--- src/core/fsh_pkg.sv ---
// Purpose: Shared constants for the framer signaling and highway control block.
// Assumes: 8-bit registers, each on one aligned word of a plain register port.
// Notes:   Offsets, field positions, reset values and divide ratios live here only.
package fsh_pkg;

  // Register word offsets on the register port.
  localparam logic [7:0] SIG_MODE_OFS   = 8'h00;
  localparam logic [7:0] HWY_COMMON_OFS = 8'h04;
  localparam logic [7:0] STATUS_OFS     = 8'h08;

  // Reset values of the two control registers.
  localparam logic [7:0] SIG_MODE_RST   = 8'h00;
  localparam logic [7:0] HWY_COMMON_RST = 8'h00;

  // Signaling mode control field positions.
  localparam int TRANSPARENT_BIT  = 0;
  localparam int STOMP_BIT        = 1;
  localparam int ASSOC_BIT        = 2;
  localparam int FREEZE_BIT       = 3;
  localparam int MOS_BIT          = 4;
  localparam int HYBRID_BIT       = 5;
  localparam int AUTO_AIS_BIT     = 6;
  localparam int SQUELCH_BIT      = 7;

  // Highway common control field positions.
  localparam int PLL_FREQ_BIT     = 0;
  localparam int CLK_MODE_BIT     = 1;
  localparam int RATE_LSB         = 2;
  localparam int RATE_MSB         = 3;

  // Highway data rate codes.
  localparam logic [1:0] RATE_2M048 = 2'h0;
  localparam logic [1:0] RATE_4M096 = 2'h1;
  localparam logic [1:0] RATE_8M192 = 2'h2;

  // Highway channel lengths in bits.
  localparam logic [4:0] CHAN_BITS_PLAIN = 5'h08;
  localparam logic [4:0] CHAN_BITS_ASSOC = 5'h10;

  // Reference edges per divided output period; the same in both frequency modes
  // because the high-frequency reference is four times faster and the output too.
  localparam logic [8:0] DIV_DS1  = 9'h0C1;
  localparam logic [8:0] DIV_CEPT = 9'h100;

  // Channel numbers with special roles (zero based).
  localparam logic [4:0] MOS_CHAN  = 5'h17;
  localparam logic [4:0] TS16_CHAN = 5'h10;

  // Patterns.
  localparam logic [7:0] ALL_ONES  = 8'hFF;
  localparam logic [3:0] ABCD_ZERO = 4'h0;
  localparam logic [3:0] ABCD_ONES = 4'hF;

endpackage

--- src/core/fsh_core.sv ---
// Purpose: Signaling insertion/extraction and highway common control of one framer.
// Assumes: One byte per cycle on each stream; channel and frame position given by
//          the framer; the reference clock pin is asynchronous to clk.
// Notes:   Overview of operation
// Overview of operation
// - Signaling inserted and extracted unless transparent
// - Transparent mode passes every channel untouched
// - DS1 voice/data choice from F and G bits
// - Stomp clear forwards received signaling unchanged
// - DS1 stomp: capture, then force bits one
// - CEPT stomp: received ABCD 0000 becomes 1111
// - Associated mode: 16-bit highway channels
// - Freeze bit holds receive signaling buffer
// - DS1 message signaling uses channel 24
// - Hybrid: F/G from register, ABCD from highway
// - Hybrid: F/G copied to receive side
// - Auto AIS in system TS16 on multiframe loss
// - Squelch forces AIS into system TS16
// - Low-frequency reference gives 8 kHz output
// - High-frequency reference gives 32 kHz output
// - Clock mode clear: highway clock equals rate
// - Bits 2-3 select highway data rate
// - Both control registers reset to zero
`timescale 1ns/10ps
`default_nettype none

module fsh_core
  import fsh_pkg::*;
#(
  parameter int NUM_CH = 32
) (
  input  wire logic       clk,
  input  wire logic       rst,
  input  wire logic [7:0] reg_addr,
  input  wire logic [7:0] reg_wdata,
  input  wire logic       reg_wr,
  input  wire logic       reg_rd,
  output logic      [7:0] reg_rdata,
  input  wire logic       cept_mode,
  input  wire logic       tx_valid,
  input  wire logic [4:0] tx_chan,
  input  wire logic [7:0] tx_data,
  input  wire logic [7:0] tx_hwy_sig,
  input  wire logic [7:0] tx_reg_sig,
  input  wire logic [1:0] tx_reg_fg,
  input  wire logic       tx_rbs_frame,
  input  wire logic [1:0] tx_sig_sel,
  output logic            tx_out_valid,
  output logic      [7:0] tx_out_data,
  input  wire logic       rx_valid,
  input  wire logic [4:0] rx_chan,
  input  wire logic [7:0] rx_data,
  input  wire logic [1:0] rx_reg_fg,
  input  wire logic       rx_rbs_frame,
  input  wire logic [1:0] rx_sig_sel,
  input  wire logic [3:0] rx_mf_frame,
  input  wire logic       rx_ts16_mfa_lost,
  output logic            rx_out_valid,
  output logic      [7:0] rx_out_data,
  output logic      [7:0] rx_out_sig,
  input  wire logic       pll_reference_clock,
  output logic            divided_pll_output,
  output logic      [1:0] highway_rate_select,
  output logic      [4:0] hwy_channel_bits,
  output logic            hwy_clock_per_bit
);

  // The channel index is five bits wide, so more than 32 channels cannot be served.
  if (NUM_CH < 24 || NUM_CH > 32) begin : g_bad_num_ch
    $error("NUM_CH must lie between 24 and 32");
  end

  logic [7:0] sig_mode_q;
  logic [7:0] hwy_common_q;

  // Decoded control fields.
  logic transparent_signaling;
  logic stomp_mode;
  logic associated_signaling_mode;
  logic receive_signaling_freeze;
  logic message_oriented_signaling;
  logic register_framed_highway_abcd;
  logic auto_system_ts16_alarm;
  logic transmit_system_ts16_squelch;
  logic pll_reference_frequency_mode;
  logic highway_clock_mode;
  assign transparent_signaling        = sig_mode_q[TRANSPARENT_BIT];
  assign stomp_mode                   = sig_mode_q[STOMP_BIT];
  assign associated_signaling_mode    = sig_mode_q[ASSOC_BIT];
  assign receive_signaling_freeze     = sig_mode_q[FREEZE_BIT];
  assign message_oriented_signaling   = sig_mode_q[MOS_BIT];
  assign register_framed_highway_abcd = sig_mode_q[HYBRID_BIT];
  assign auto_system_ts16_alarm       = sig_mode_q[AUTO_AIS_BIT];
  assign transmit_system_ts16_squelch = sig_mode_q[SQUELCH_BIT];
  assign pll_reference_frequency_mode = hwy_common_q[PLL_FREQ_BIT];
  assign highway_clock_mode           = hwy_common_q[CLK_MODE_BIT];

  // Hybrid mode needs DS1, associated mode and its own bit together.
  logic hybrid_active;
  assign hybrid_active = !cept_mode && associated_signaling_mode
                         && register_framed_highway_abcd;

  // Control register writes; both registers come out of reset at zero.
  always_ff @(posedge clk) begin
    if (rst) begin
      sig_mode_q   <= SIG_MODE_RST;
      hwy_common_q <= HWY_COMMON_RST;
    end else if (reg_wr) begin
      if (reg_addr == SIG_MODE_OFS) begin
        sig_mode_q <= reg_wdata;
      end
      if (reg_addr == HWY_COMMON_OFS) begin
        hwy_common_q <= reg_wdata;
      end
    end
  end

  // Rate select follows the common control register; channel length follows associated mode.
  assign highway_rate_select = hwy_common_q[RATE_MSB:RATE_LSB];
  assign hwy_channel_bits    = associated_signaling_mode ? CHAN_BITS_ASSOC
                                                         : CHAN_BITS_PLAIN;
  // Only the equal-rate clock mode exists; a set bit is reserved and treated alike.
  assign hwy_clock_per_bit   = 1'b1;

  // Flags a configuration the host must avoid: associated mode at 2.048 Mbit/s.
  logic rate_conflict;
  assign rate_conflict = associated_signaling_mode
                         && (highway_rate_select == RATE_2M048);

  logic ts16_alarm;
  assign ts16_alarm = cept_mode && (transmit_system_ts16_squelch
                      || (auto_system_ts16_alarm && rx_ts16_mfa_lost));

  // Read data stands the cycle after the strobe; unmapped words read zero.
  always_ff @(posedge clk) begin
    if (rst) begin
      reg_rdata <= 8'h00;
    end else if (reg_rd) begin
      case (reg_addr)
        SIG_MODE_OFS:   reg_rdata <= sig_mode_q;
        HWY_COMMON_OFS: reg_rdata <= hwy_common_q;
        STATUS_OFS:     reg_rdata <= {4'h0, ts16_alarm, hybrid_active,
                                      rate_conflict, divided_pll_output};
        default:        reg_rdata <= 8'h00;
      endcase
    end else begin
      reg_rdata <= 8'h00;
    end
  end

  // Reference pin synchroniser; only the second and third stages are compared.
  logic ref_s1_q;
  logic ref_s2_q;
  logic ref_s3_q;
  logic ref_lvl_q;
  always_ff @(posedge clk) begin
    if (rst) begin
      ref_s1_q  <= 1'b0;
      ref_s2_q  <= 1'b0;
      ref_s3_q  <= 1'b0;
      ref_lvl_q <= 1'b0;
    end else begin
      ref_s1_q <= pll_reference_clock;
      ref_s2_q <= ref_s1_q;
      ref_s3_q <= ref_s2_q;
      if (ref_s2_q == ref_s3_q) begin
        ref_lvl_q <= ref_s3_q;
      end
    end
  end

  logic ref_rise;
  assign ref_rise = (ref_s2_q == ref_s3_q) && ref_s3_q && !ref_lvl_q;

  // Divide-down: the same edge count yields 8 kHz from the low reference and
  // 32 kHz from the fourfold reference; the mode bit only names the expectation.
  logic [8:0] div_ratio;
  logic [8:0] div_cnt_q;
  assign div_ratio = cept_mode ? DIV_CEPT : DIV_DS1;
  always_ff @(posedge clk) begin
    if (rst) begin
      div_cnt_q          <= 9'h000;
      divided_pll_output <= 1'b0;
    end else if (ref_rise) begin
      if (div_cnt_q >= div_ratio - 9'h001) begin
        div_cnt_q          <= 9'h000;
        divided_pll_output <= 1'b1;
      end else begin
        div_cnt_q <= div_cnt_q + 9'h001;
        if (div_cnt_q == (div_ratio >> 1) - 9'h001) begin
          divided_pll_output <= 1'b0;
        end
      end
    end
  end

  // Transmit: voice channel test from the F and G bits; MESSAGE_ORIENTED_SIGNALING keeps channel 24 clear.
  logic       tx_voice;
  logic [3:0] tx_abcd;
  logic [7:0] tx_d;
  assign tx_voice = (tx_reg_fg != 2'h0)
                    && !(message_oriented_signaling && tx_chan == MOS_CHAN);
  assign tx_abcd  = associated_signaling_mode ? tx_hwy_sig[3:0]
                                              : tx_reg_sig[3:0];
  always_comb begin
    tx_d = tx_data;
    if (!transparent_signaling) begin
      if (cept_mode) begin
        if (tx_chan == TS16_CHAN) begin
          tx_d = associated_signaling_mode ? tx_hwy_sig : tx_reg_sig;
        end
      end else if (tx_voice && tx_rbs_frame) begin
        tx_d[0] = tx_abcd[tx_sig_sel];
      end
    end
  end

  always_ff @(posedge clk) begin
    if (rst) begin
      tx_out_valid <= 1'b0;
      tx_out_data  <= 8'h00;
    end else begin
      tx_out_valid <= tx_valid;
      if (tx_valid) begin
        tx_out_data <= tx_d;
      end
    end
  end

  // Receive-side F and G table, loaded from the transmit registers in hybrid mode.
  logic [1:0] rx_fg_q [NUM_CH];
  logic [3:0] sig_buf_q [NUM_CH];
  logic [1:0] rx_fg;
  logic       rx_voice;
  assign rx_fg    = hybrid_active ? rx_fg_q[rx_chan] : rx_reg_fg;
  assign rx_voice = (rx_fg != 2'h0)
                    && !(message_oriented_signaling && rx_chan == MOS_CHAN);

  // CEPT TS16 nibbles with the stomp substitution applied.
  logic [3:0] ts16_hi;
  logic [3:0] ts16_lo;
  logic [4:0] mf_lo_idx;
  assign ts16_hi = (stomp_mode && rx_data[7:4] == ABCD_ZERO) ? ABCD_ONES
                                                              : rx_data[7:4];
  assign ts16_lo = (stomp_mode && rx_data[3:0] == ABCD_ZERO) ? ABCD_ONES
                                                              : rx_data[3:0];
  assign mf_lo_idx = {1'b1, rx_mf_frame};

  logic rx_sig_update;
  assign rx_sig_update = rx_valid && !transparent_signaling
                         && !receive_signaling_freeze;

  // One generate loop keeps the per-channel tables.
  for (genvar c = 0; c < NUM_CH; c++) begin : g_chan
    always_ff @(posedge clk) begin
      if (rst) begin
        rx_fg_q[c]   <= 2'h0;
        sig_buf_q[c] <= 4'h0;
      end else begin
        if (hybrid_active && tx_valid && tx_chan == 5'(c)) begin
          rx_fg_q[c] <= tx_reg_fg;
        end
        if (rx_sig_update) begin
          if (cept_mode) begin
            if (rx_chan == TS16_CHAN && rx_mf_frame != 4'h0) begin
              if (5'(c) == {1'b0, rx_mf_frame}) begin
                sig_buf_q[c] <= ts16_hi;
              end
              if (5'(c) == mf_lo_idx) begin
                sig_buf_q[c] <= ts16_lo;
              end
            end
          end else if (rx_chan == 5'(c) && rx_voice && rx_rbs_frame) begin
            sig_buf_q[c][rx_sig_sel] <= rx_data[0];
          end
        end
      end
    end
  end

  // Packed copy of the signaling buffer, so one check can watch every channel at once.
  logic [4*NUM_CH-1:0] sig_buf_flat;
  always_comb begin
    for (int i = 0; i < NUM_CH; i++) begin
      sig_buf_flat[4*i +: 4] = sig_buf_q[i];
    end
  end

  // Receive byte toward the highway: stomp, TS16 alarm or untouched data.
  logic [7:0] rx_d;
  always_comb begin
    rx_d = rx_data;
    if (!transparent_signaling) begin
      if (cept_mode) begin
        if (rx_chan == TS16_CHAN) begin
          rx_d = stomp_mode ? {ts16_hi, ts16_lo} : rx_data;
          if (ts16_alarm) begin
            rx_d = ALL_ONES;
          end
        end
      end else if (stomp_mode && rx_voice && rx_rbs_frame) begin
        rx_d[0] = 1'b1;
      end
    end
  end

  always_ff @(posedge clk) begin
    if (rst) begin
      rx_out_valid <= 1'b0;
      rx_out_data  <= 8'h00;
      rx_out_sig   <= 8'h00;
    end else begin
      rx_out_valid <= rx_valid;
      if (rx_valid) begin
        rx_out_data <= rx_d;
        rx_out_sig  <= (associated_signaling_mode && !transparent_signaling)
                       ? {4'h0, sig_buf_q[rx_chan]} : 8'h00;
      end
    end
  end

  // Checks.
  a_reg_reset: assert property (@(posedge clk)
    $past(rst) |-> (sig_mode_q == 8'h00 && hwy_common_q == 8'h00))
    else $error("control registers not zero after reset");
  a_rate_field: assert property (@(posedge clk) disable iff (rst)
    reg_wr && reg_addr == HWY_COMMON_OFS |=> highway_rate_select == $past(reg_wdata[3:2]))
    else $error("rate select does not follow bits 2 and 3");
  a_transparent_pass: assert property (@(posedge clk) disable iff (rst)
    tx_valid && transparent_signaling |=> tx_out_data == $past(tx_data))
    else $error("transparent transmit byte altered");
  a_rx_pass: assert property (@(posedge clk) disable iff (rst)
    rx_valid && !stomp_mode && !ts16_alarm |=> rx_out_data == $past(rx_data))
    else $error("receive byte altered with stomp clear");
  a_ds1_stomp: assert property (@(posedge clk) disable iff (rst)
    rx_valid && !cept_mode && !transparent_signaling && stomp_mode && rx_voice
    && rx_rbs_frame |=> rx_out_data[0])
    else $error("robbed bit not forced to one");
  a_cept_stomp: assert property (@(posedge clk) disable iff (rst)
    rx_valid && cept_mode && !transparent_signaling && stomp_mode && !ts16_alarm
    && rx_chan == TS16_CHAN && rx_data[7:4] == 4'h0 |=> rx_out_data[7:4] == 4'hF)
    else $error("zero ABCD not replaced");
  a_freeze_hold: assert property (@(posedge clk) disable iff (rst)
    (receive_signaling_freeze && !reg_wr) [*2] |-> $stable(sig_buf_flat))
    else $error("signaling buffer changed while frozen");
  a_ts16_ais: assert property (@(posedge clk) disable iff (rst)
    rx_valid && cept_mode && !transparent_signaling && transmit_system_ts16_squelch
    && rx_chan == TS16_CHAN |=> rx_out_data == 8'hFF)
    else $error("system TS16 not all ones under squelch");
  a_auto_ais: assert property (@(posedge clk) disable iff (rst)
    rx_valid && cept_mode && !transparent_signaling && auto_system_ts16_alarm
    && rx_ts16_mfa_lost && rx_chan == TS16_CHAN |=> rx_out_data == 8'hFF)
    else $error("auto AIS missing in system TS16");
  a_rbs_insert: assert property (@(posedge clk) disable iff (rst)
    tx_valid && !cept_mode && !transparent_signaling && tx_voice && tx_rbs_frame
    |=> tx_out_data[0] == $past(tx_abcd[tx_sig_sel]))
    else $error("robbed bit not inserted");
  a_chan_bits: assert property (@(posedge clk) disable iff (rst)
    associated_signaling_mode |-> hwy_channel_bits == 5'h10)
    else $error("associated channel not 16 bits");
  a_div_bound: assert property (@(posedge clk) disable iff (rst)
    ref_rise ##1 $stable(cept_mode) |-> div_cnt_q < div_ratio)
    else $error("divider count out of range");

  c_hybrid: cover property (@(posedge clk) disable iff (rst) hybrid_active && rx_valid);
  c_stomp: cover property (@(posedge clk) disable iff (rst) stomp_mode && rx_valid);
  c_div: cover property (@(posedge clk) disable iff (rst) $rose(divided_pll_output));
  c_ais: cover property (@(posedge clk) disable iff (rst) ts16_alarm && rx_valid);
  c_freeze: cover property (@(posedge clk) disable iff (rst) receive_signaling_freeze && rx_valid);

endmodule

`default_nettype wire

--- config.mk ---
export PLATFORM = sky130hd
export DESIGN_NAME = fsh_core
export DESIGN_NICKNAME = d
export VERILOG_FILES = /design/src/core/fsh_pkg.sv /design/src/core/fsh_core.sv
export SDC_FILE = /design/constraint.sdc
export NUM_CORES = 1
export LEC_CHECK = 0
export ABC_AREA = 0
export BUFFER_PORTS_ARGS = -buffer_cell sky130_fd_sc_hd__buf_2
export CAP_MARGIN = 15
export CORE_ASPECT_RATIO = 1.75
export CORE_MARGIN = 2
export CORE_UTILIZATION = 48
export CTS_BUF_LIST = sky130_fd_sc_hd__clkbuf_4
export DETAILED_ROUTE_END_ITERATION = 6
export PLACE_DENSITY = 0.67
export REMOVE_ABC_BUFFERS = 1
export SLEW_MARGIN = 25
export SYNTH_ARGS = -nofsm -noshare
export SYNTH_HDL_FRONTEND = slang
export SYNTH_SLANG_ARGS = --single-unit
--- constraint.sdc ---
create_clock -name clk -period 3.45 [get_ports clk]
set_input_delay 0.345 -clock clk [delete_from_list [all_inputs] [get_ports clk]]
set_output_delay 0.345 -clock clk [all_outputs]
set_load 0.05 [all_outputs]
==> reports/qor.txt, run 1 <==
Critical Path End Type - flip-flop
Routed WL - 44.7 mm
Placement Setup Slack - 0.295 ns
# IOs - 124
ys async rst share - 0
Setup Buffers After CTS - 0
IO buf count - 115
detailed placement HPWL - 31.5 mm
endpoints failing hold - 0
Via Count - 11670
Slew Limit Headroom - 0.429
CP max-delay cell - a2111oi_0
Synth Area in Compound Gates - 0.163
Hold WC Path Type - in -> reg
CP Buf/Inv Count - 1
clock skew - 0.0571 ns
die area - 28700 um2
Gate Count Post-Synth - 1264
crit path DAT - 3.22 ns
Hold Path Depth - 2
final setup fails - 0
min Tclk post-route - 2.82 ns
RSZ-0062 raised after global routing - no
Synth Area in Simple Gates - 0.147
WP depth - 8
Clock Pin Slew Worst Setup and Hold Paths - 0.07 ns
Power Density - 425 nW/um2
Post-Synth XOR/XNOR Area - 0.00534
setup TNS - 0 ns
Synth Warn # - 0
largest net degree at the start of global routing - 36
top_reg_cell synth - edfxtp_1
r2r setup slk - 0.63 ns
run status - finished, final reports clean
Crit Reg-Reg Startpoint - rx_fg_q[9][1]
first-pass GRT wire length - 65.9 mm
Adder-Cell Fraction of Synth Area - 0.00763
Startpoint Class - flip-flop
Root Driver - clkbuf_4
max_cap viols - 0
Max stage delay on crit path - 0.46 ns
leakage power - 5.33 nW
Antenna Nets Post-Route - 0
main combinational cell family by area after synthesis - compound AO/OA/AOI/OAI gates
CP Max Fanout - 29
area delta synth->final - 15.5%
most common cell after layout, fill and taps aside - edfxtp_1
fin. max-slew vios - 0
fin crit share - 0.816
initial antenna violation count - 1
worst path cell trace - nor2_1 > a211oi_1 > a21oi_1 > a2111oi_0 > o41a_1 > buf_12 > nand4_1 > o41ai_1
vias per cell - 6.38
proportion of synthesized area in mux cells - 0.103
CP Launch Point - rx_fg_q[9][1]
drt wl/cell - 24.4 um
vias in the first global route - 11358
ratio of cells with drive above 1 in the final layout - 0.223
path depth of the worst reg2reg path - 8
CP delay by family, top - compound AO/OA/AOI/OAI gates
Setup CP Type - reg -> reg
count of nets after finishing - 1500
initial core utilization - 0.484
Worst-Margin Slew - 0.856 ns
Syn Area/Cell - 10.4 um2
total grt overflow - 0
CTS tree - done
Peak Freq - 355 MHz
DIE WIDTH - 129 um
clock sink total - 252
EDFF count, synth - 192
post_cts resized - 0
Clock Path Buffers - 3
IR drop worst, VDD - 325 uV
cts bufs inserted - 56
Remaining DRCs - 0
filler instances - 2390
Total Routing Usage GR - 0.311
drt pass-1 iters - 6
synthesized flop and latch total - 252
num rows - 80
leading cell types in the layout, fill and taps excluded - edfxtp_1 (192), nor2_1 (166), o21ai_0 (164)
H-Tree Depth - 2
Unique masters post-synth - 58
Die Ht - 223 um
Routability Congestion - 0.993
worst-skew pair later-pin latency - 0.74 ns
initial DRC count - 1300
register area share after synthesis - 0.531
worst hold start - tx_valid
smallest setup slack after layout - 0.633 ns
synthesized area - 13100 um2
Core ar. - 27100 um2
CP required - 3.85 ns
[where the power goes]
group / total [W] / internal (W) / switching [W]
registers: 0.00341 / 0.00337 / 0.0000428
logic: 0.000739 / 0.000259 / 0.000480
clock network: 0.00230 / 0.00107 / 0.00123
[through the flow]
| step | instances | instance area, um2 | hold slack [ns] | power, W | util |
|---|---|---|---|---|---|
| 2_1_floorplan | 1152 | 12600 | 0.414 | 0.00383 | - |
| 3_3_place_gp | 1694 | 14200 | 0.437 | 0.00416 | 0.522 |
| 3_5_place_dp | 1694 | 14200 | 0.443 | 0.00418 | 0.522 |
| 4_1_cts | 1828 | 15200 | 0.00247 | 0.00647 | 0.559 |
| 5_1_grt | 1829 | 15200 | 0.0278 | 0.00665 | 0.559 |
| 6_report | 1829 | 15200 | 0.0538 | 0.00645 | 0.559 |
[Yosys cell counts (8+ instances only)]
cell type | number | area (um2)
buf_1 | 11 | 41.3
o21ai_0 | 164 | 821
buf_2 | 14 | 70.1
ha_1 | 8 | 100
clkbuf_1 | 80 | 300
o22ai_1 | 105 | 657
nand2_1 | 85 | 319
mux4_2 | 40 | 901
nand3_1 | 43 | 215
nand4_1 | 15 | 93.8
nor2b_1 | 22 | 138
dfxtp_1 | 60 | 1200
a21oi_1 | 44 | 220
inv_1 | 11 | 41.3
mux2i_1 | 38 | 380
buf_4 | 12 | 90.1
nor3_1 | 27 | 135
edfxtp_1 | 192 | 5770
nor2_1 | 166 | 623
[final timing paths]
kind                     endpoint
hold reg to reg    tx_out_data[0]
hold / removal       tx_out_valid
setup reg to reg  sig_buf_q[0][0]
setup / recovery  sig_buf_q[0][0]
[cells by family (layout without fill, tap and decap cells)]
kind of cell    Yosys count  in the layout
other cells               2              9
xor+xnor                  8              8
simple gates            415            415
flops                   252            252
buf+inv                 129            318
fa+ha+maj                 8              8
compound gates          366            366
mux                      84             84
[worst register-to-register path: cells and delay by family, from the launching register on]
kind | cells | cell delay (ns)
AOI/OAI and AO/OA | 5 | 1.53
and+or+nand+nor | 2 | 0.48
DFF | 1 | 0.33
buffers and inverters | 1 | 0.18
[registers in the layout, summed over array words and instances (netlist names), 4 cells and up]
name,flops
div_cnt_q,9
hwy_common_q,8
reg_rdata,8
rx_fg_q,64
rx_out_data,8
rx_out_sig,4
sig_buf_q,128
sig_mode_q,8
tx_out_data,8
[area by class of cell]
type / instances / area, um2 / share of cell area
well taps: 369 / 462 / 0.0305
clock buffers: 79 / 593 / 0.0391
repair buffers: 201 / 1360 / 0.0895
diodes: 1 / 2.50 / 0.000165
inverters: 11 / 41.3 / 0.00272
multi-input cells: 889 / 5620 / 0.371
flip-flops and latches: 252 / 6970 / 0.460
clock inverters: 27 / 111 / 0.00735
[repair_timing]
action / 4_1_cts / 5_1_grt
hold buffers: 28 / 0
endpoints found under the setup margin: 0 / 0
hold endpoints to repair: 33 / 0
[metal layers]
metal	track usage	part of all wire	vias to the layer above
met5	0	0	-
met1	0.327	0.31	5575
li1	-	-	5097
met4	0.213	0.077	0
met3	0.0568	0.085	225
met2	0.550	0.52	773
Power figures use the tool's default switching activity.
==> run 2: changes to the inputs <==
- clock period: 3.45 -> 2.6 ns (I/O delays scaled with it)
==> run 2 against run 1 <==
The flow now finishes with violations (setup timing). Sequential power up 33%. First-iteration DRC count down 20%. Core utilization up 3.4 points. Critical endpoint is now sig_buf_q[2][3]. Largest cell class unchanged. Highest routed layer is now met5.
==> reports/qor.txt, run 2 (same netlist as run 1, synthesis figures left out) <==
endpoints failing hold - 0 (unchanged)
worst path cell trace - nor3_2 > a21oi_1 > nor3b_2 > a2111oi_4 > o41a_1 > buf_12 > buf_6 > nand4_1 > buf_4 > buf_8 > o22ai_1 (was nor2_1 > a211oi_1 > a21oi_1 > a2111oi_0 > o41a_1 > buf_12 > nand4_1 > o41ai_1)
H-Tree Depth - 2 (unchanged)
CP Max Fanout - 7 (was 29)
final setup fails - 9 (was 0)
run status - complete, but fails checks (was finished, final reports clean)
vias in the first global route - 11794 (was 11358)
final design utilization - 0.592 (was 0.559)
Slew Limit Headroom - 0.437 (was 0.429)
clock sink total - 252 (unchanged)
largest registers - sig_buf_q (128), rx_fg_q (64), div_cnt_q (9) (unchanged)
largest reg by FF count - sig_buf_q (unchanged)
Hold WC Path Type - in -> reg (unchanged)
crit path DAT - 3.09 ns (was 3.22 ns)
setup TNS - -0.131 ns (was 0 ns)
Clock Pin Slew Worst Setup and Hold Paths - 0.07 ns (about the same)
min Tclk post-route - 2.63 ns (was 2.82 ns)
Setup CP Type - reg -> reg (unchanged)
ratio of cells with drive above 1 in the final layout - 0.265 (was 0.223)
smallest setup slack after layout - -0.0279 ns (was 0.633 ns)
Max stage delay on crit path - 0.43 ns (was 0.46 ns)
IO buf count - 115 (unchanged)
total grt overflow - 0 (unchanged)
most common cell after layout, fill and taps aside - edfxtp_1 (unchanged)
Routed WL - 45.2 mm (was 44.7 mm)
failing checks - setup timing
r2r setup slk - -0.03 ns (was 0.63 ns)
CP required - 3.06 ns (was 3.85 ns)
Startpoint Class - flip-flop (unchanged)
die area - 28700 um2 (unchanged)
fin. max-slew vios - 0 (unchanged)
Worst-Margin Slew - 0.844 ns (was 0.856 ns)
IR drop worst, VDD - 365 uV (was 325 uV)
Largest register FFs - 128 (unchanged)
area delta synth->final - 22.4% (was 15.5%)
initial DRC count - 1042 (was 1300)
first-pass GRT wire length - 67.7 mm (was 65.9 mm)
power consumption - 0.00878 W (was 0.00645 W)
drt pass-1 iters - 5 (was 6)
CP max-delay cell - edfxtp_1 (was a2111oi_0)
Routability Congestion - 0.938 (was 0.993)
Root Driver - clkbuf_4 (unchanged)
Via Count - 12004 (was 11670)
Placed Area - 14600 um2 (was 14200 um2)
Total Routing Usage GR - 0.314 (was 0.311)
Die Ht - 223 um (unchanged)
Remaining DRCs - 0 (unchanged)
Core ar. - 27100 um2 (unchanged)
Antenna Nets Post-Route - 0 (unchanged)
leading cell types in the layout, fill and taps excluded - edfxtp_1 (192), nor2_1 (166), o21ai_0 (145) (was edfxtp_1 (192), nor2_1 (166), o21ai_0 (164))
Peak Freq - 381 MHz (was 355 MHz)
RSZ-0062 raised after global routing - yes (was no)
detailed placement HPWL - 31.8 mm (was 31.5 mm)
DIE WIDTH - 129 um (unchanged)
Critical Path End Type - flip-flop (unchanged)
Power Density - 546 nW/um2 (was 425 nW/um2)
Finished Cell Area - 16100 um2 (was 15200 um2)
CTS tree - done (unchanged)
fin crit share - 1.01 (was 0.816)
num rows - 80 (unchanged)
Clock Path Buffers - 3 (unchanged)
cts bufs inserted - 57 (was 56)
worst-skew pair later-pin latency - 0.75 ns (was 0.74 ns)
clock skew - 0.0605 ns (was 0.0571 ns)
# IOs - 124 (unchanged)
drt wl/cell - 23.7 um (was 24.4 um)
vias per cell - 6.30 (was 6.38)
leakage power - 5.76 nW (was 5.33 nW)
largest net degree at the start of global routing - 49 (was 36)
max_cap viols - 0 (unchanged)
initial antenna violation count - 4 (was 1)
initial core utilization - 0.484 (unchanged)
count of nets after finishing - 1575 (was 1500)
-- run 2: cell types whose count changed in the layout (fill, tap and decap cells not counted), moves of 7 or more --
cell,change
buf_12,+7
buf_4,+40
clkbuf_4,+13
clkinv_2,-7
dlygate4sd3_1,+22
o21ai_0,-19
o21ai_1,+17
-- run 2: critical path: cells and delay by family (launching register included) --
family	cells	cell delay, ns
buffers and inverters	4	0.60
AO/OA/AOI/OAI	4	0.68
AND/OR/NAND/NOR	3	0.66
flip-flops	1	0.43
-- run 2: repair_timing --
action	CTS	global route
setup endpoints to repair	51	193
hold buffers	50	0
buffers inserted	0	5
endpoints found under the hold margin	43	0
gates cloned	0	1
pin swaps	0	11
gates resized for setup	2	56
-- run 2: stage by stage --
step / hold slack [ns] / std cells / setup WS (ns)
4_1_cts: 0.00848 / 1896 / -0.0111
3_5_place_dp: 0.442 / 1741 / -0.272
3_3_place_gp: 0.441 / 1741 / -0.187
2_1_floorplan: 0.329 / 1152 / -0.763
6_report: 0.0787 / 1905 / -0.0279
5_1_grt: 0.0425 / 1904 / -0.0774
-- run 2: report_power, final --
group | switching (W) | internal (W) | leakage [nW]
logic | 0.000659 | 0.000416 | 2.95
clock network | 0.00160 | 0.00157 | 0.443
registers | 0.0000628 | 0.00447 | 2.36
total | 0.00233 | 0.00645 | 5.76
-- run 2: path summary, 6_finish.rpt --
check,start,endpoint,depth (start not counted)
hold / removal,rx_ts16_mfa_lost,reg_rdata[3],4
setup / recovery,rx_fg_q[1][1],sig_buf_q[2][3],11
hold reg to reg,ref_s1_q,ref_s2_q,1
setup reg to reg,rx_fg_q[1][1],sig_buf_q[2][3],11
-- run 2: final cells by class --
| class | instances | area (um2) |
|---|---|---|
| antenna | 4 | 10.0 |
| clock buffer | 90 | 676 |
| clock inverter | 15 | 57.6 |
| fill | 2332 | 11100 |
| inverter | 11 | 41.3 |
| multi-input combinational | 889 | 5780 |
| sequential | 252 | 6970 |
| tap | 369 | 462 |
| timing repair buffer | 275 | 2070 |
-- run 2: metal layers --
metal	part of all wire	global-route usage	up-vias
li1	-	-	5271
met1	0.31	0.328	5776
met2	0.53	0.564	740
met3	0.081	0.0537	215
met4	0.077	0.209	2
met5	0.00029	0	-
==> run 3: changes to the inputs <==
- HOLD_SLACK_MARGIN: unset -> 0.08
==> run 3 against run 2 <==
The run still ends with setup timing left. Core utilization is 0.46 points higher. Cell area is 0.77% higher. Critical path type unchanged. Register-to-register slack hardly changed. Critical path depth stayed put. Total power is 0.17% higher. Die area stayed put. Sequential share of layout area is 0.33 points lower.
==> reports/qor.txt, run 3 (same netlist as run 1, synthesis figures left out) <==
CP Launch Point - rx_fg_q[1][1] (unchanged)
Largest register FFs - 128 (unchanged)
r2r setup slk - -0.02 ns (was -0.03 ns)
H-Tree Depth - 2 (unchanged)
min Tclk post-route - 2.62 ns (was 2.63 ns)
worst path cell trace - nor3_2 > a21oi_1 > nor3b_2 > a2111oi_4 > o41a_1 > buf_12 > buf_6 > nand4_1 > buf_4 > buf_8 > o22ai_1 (unchanged)
Peak Freq - 382 MHz (was 381 MHz)
power consumption - 0.00879 W (was 0.00878 W)
Net Sw Frac - 0.265 (about the same)
CP delay by family, top - compound AO/OA/AOI/OAI gates (unchanged)
Clock Path Buffers - 3 (unchanged)
CP Buf/Inv Count - 4 (unchanged)
cts bufs inserted - 57 (unchanged)
worst-skew pair later-pin latency - 0.75 ns (about the same)
Power Density - 543 nW/um2 (was 546 nW/um2)
IR drop worst, VDD - 360 uV (was 365 uV)
WHS Endpoint - sig_buf_q[18][0] (was reg_rdata[3])
endpoints failing hold - 0 (unchanged)
Core ar. - 27100 um2 (unchanged)
# IOs - 124 (unchanged)
Critical Path End Type - flip-flop (unchanged)
filler instances - 2303 (was 2332)
worst hold start - rx_mf_frame[1] (was rx_ts16_mfa_lost)
non-filler cells, final - 1916 (was 1905)
Hold WC Path Type - in -> reg (unchanged)
max_cap viols - 0 (unchanged)
clock skew - 0.0488 ns (was 0.0605 ns)
first-pass GRT wire length - 67.8 mm (was 67.7 mm)
Setup CP Type - reg -> reg (unchanged)
failing checks - setup timing (unchanged)
path depth of the worst reg2reg path - 11 (unchanged)
r2r endpoint - sig_buf_q[2][3] (unchanged)
power share of the clock group - 0.361 (about the same)
ratio of cells with drive above 1 in the final layout - 0.265 (about the same)
final setup fails - 7 (was 9)
internal power - 0.00646 W (was 0.00645 W)
smallest setup slack after layout - -0.0199 ns (was -0.0279 ns)
DIE WIDTH - 129 um (unchanged)
detailed placement HPWL - 31.8 mm (unchanged)
Routed WL - 45.3 mm (was 45.2 mm)
Placement Setup Slack - -0.272 ns (unchanged)
count of nets after finishing - 1587 (was 1575)
num rows - 80 (unchanged)
CP required - 3.07 ns (was 3.06 ns)
drt pass-1 iters - 6 (was 5)
CTS tree - done (unchanged)
Root Driver - clkbuf_4 (unchanged)
Routability Congestion - 0.938 (unchanged)
initial antenna violation count - 4 (unchanged)
drt wl/cell - 23.6 um (was 23.7 um)
fin. max-slew vios - 0 (unchanged)
placed insts - 1741 (unchanged)
CP max-delay cell - edfxtp_1 (unchanged)
vias per cell - 6.30 (about the same)
CP Max Fanout - 7 (unchanged)
Worst-Margin Slew - 0.846 ns (was 0.844 ns)
Die Ht - 223 um (unchanged)
initial DRC count - 968 (was 1042)
WP depth - 11 (unchanged)
leading cell types in the layout, fill and taps excluded - edfxtp_1 (192), nor2_1 (165), o21ai_0 (145) (was edfxtp_1 (192), nor2_1 (166), o21ai_0 (145))
setup TNS - -0.104 ns (was -0.131 ns)
IO buf count - 115 (unchanged)
largest reg by FF count - sig_buf_q (unchanged)
Startpoint Class - flip-flop (unchanged)
Max stage delay on crit path - 0.43 ns (about the same)
Hold Path Depth - 5 (was 4)
initial core utilization - 0.484 (unchanged)
Remaining DRCs - 0 (unchanged)
Total Routing Usage GR - 0.314 (about the same)
Seq pwr share - 0.516 (about the same)
run status - complete, but fails checks (unchanged)
Via Count - 12067 (was 12004)
Psw - 0.00233 W (about the same)
largest net degree at the start of global routing - 49 (unchanged)
Slew Limit Headroom - 0.436 (was 0.437)
leakage power - 5.80 nW (was 5.76 nW)
clock sink total - 252 (unchanged)
crit path DAT - 3.09 ns (about the same)
most common cell after layout, fill and taps aside - edfxtp_1 (unchanged)
area delta synth->final - 23.4% (was 22.4%)
total grt overflow - 0 (unchanged)
vias in the first global route - 11894 (was 11794)
WHS - 0.116 ns (was 0.0787 ns)
fin crit share - 1.01 (about the same)
Clock Pin Slew Worst Setup and Hold Paths - 0.07 ns (about the same)
combinational share of power - 0.124 (was 0.123)
Crit Reg-Reg Startpoint - rx_fg_q[1][1] (unchanged)
largest registers - sig_buf_q (128), rx_fg_q (64), div_cnt_q (9) (unchanged)
die area - 28700 um2 (unchanged)
RSZ-0062 raised after global routing - yes (unchanged)
Antenna Nets Post-Route - 0 (unchanged)
run 3: changes by cell type in the layout (fill, tap and decap cells not counted):
cell / before / now
nor2_4: 0 / 1
diode_2: 4 / 3
dlygate4sd3_1: 50 / 60
buf_4: 94 / 96
dlymetal6s4s_1: 0 / 1
nand2_1: 85 / 84
buf_6: 2 / 1
nand2_2: 0 / 1
nor2_1: 166 / 165
run 3: area by class of cell:
type	count	area (um2)	share of cell area
Inverter	11	41.3	0.00255
Tap cell	369	462	0.0285
Multi-Input combinational cell	889	5790	0.358
Timing Repair Buffer	287	2190	0.135
Antenna cell	3	7.51	0.000464
Clock buffer	90	676	0.0417
Sequential cell	252	6970	0.431
Clock inverter	15	57.6	0.00356
run 3: worst reg2reg max path, cell delays in order (launching register included):
cell and delay, ns:
edfxtp_1 0.43, nor3_2 0.19, a21oi_1 0.08, nor3b_2 0.27
a2111oi_4 0.09, o41a_1 0.42, buf_12 0.15, buf_6 0.12
nand4_1 0.20, buf_4 0.18, buf_8 0.15, o22ai_1 0.10
run 3: stage by stage:
step	util	cell area [um2]
2_1_floorplan	-	12600
3_3_place_gp	0.539	14600
3_5_place_dp	0.539	14600
4_1_cts	0.588	16000
5_1_grt	0.597	16200
6_report	0.597	16200
run 3: power by group through the flow:
stage | clock (W) | combinational, W | sequential [W]
6_report | 0.00317 | 0.00109 | 0.00453
5_1_grt | 0.00343 | 0.00114 | 0.00454
4_1_cts | 0.00320 | 0.00104 | 0.00453
3_5_place_dp | 0 | 0.000961 | 0.00462
3_3_place_gp | 0 | 0.000947 | 0.00461
2_1_floorplan | 0 | 0.000429 | 0.00465
run 3: repair_timing:
| action | in CTS | in global routing |
|---|---|---|
| pin swaps | 0 | 12 |
| hold buffers | 61 | 0 |
| setup buffers | 0 | 6 |
| setup endpoints to repair | 51 | 196 |
| gates resized for setup | 2 | 59 |
| cloned | 0 | 1 |
| endpoints found under the hold margin | 53 | 0 |
run 3: routing by layer:
layer	share of wire	vias up	track usage
met5	0.00029	-	0
met4	0.080	2	0.215
met3	0.083	222	0.0539
met2	0.53	765	0.564
met1	0.31	5777	0.327
li1	-	5301	-
run 3: worst max-delay path by stage:
| stage | slack [ns] | to |
|---|---|---|
| floorplan | -0.76 | sig_buf_q[0][0] |
| global placement | -0.19 | sig_buf_q[19][0] |
| detailed placement | -0.27 | sig_buf_q[13][3] |
| CTS | -0.01 | sig_buf_q[0][0] |
| global route | -0.07 | sig_buf_q[10][3] |
| finish | -0.02 | sig_buf_q[2][3] |
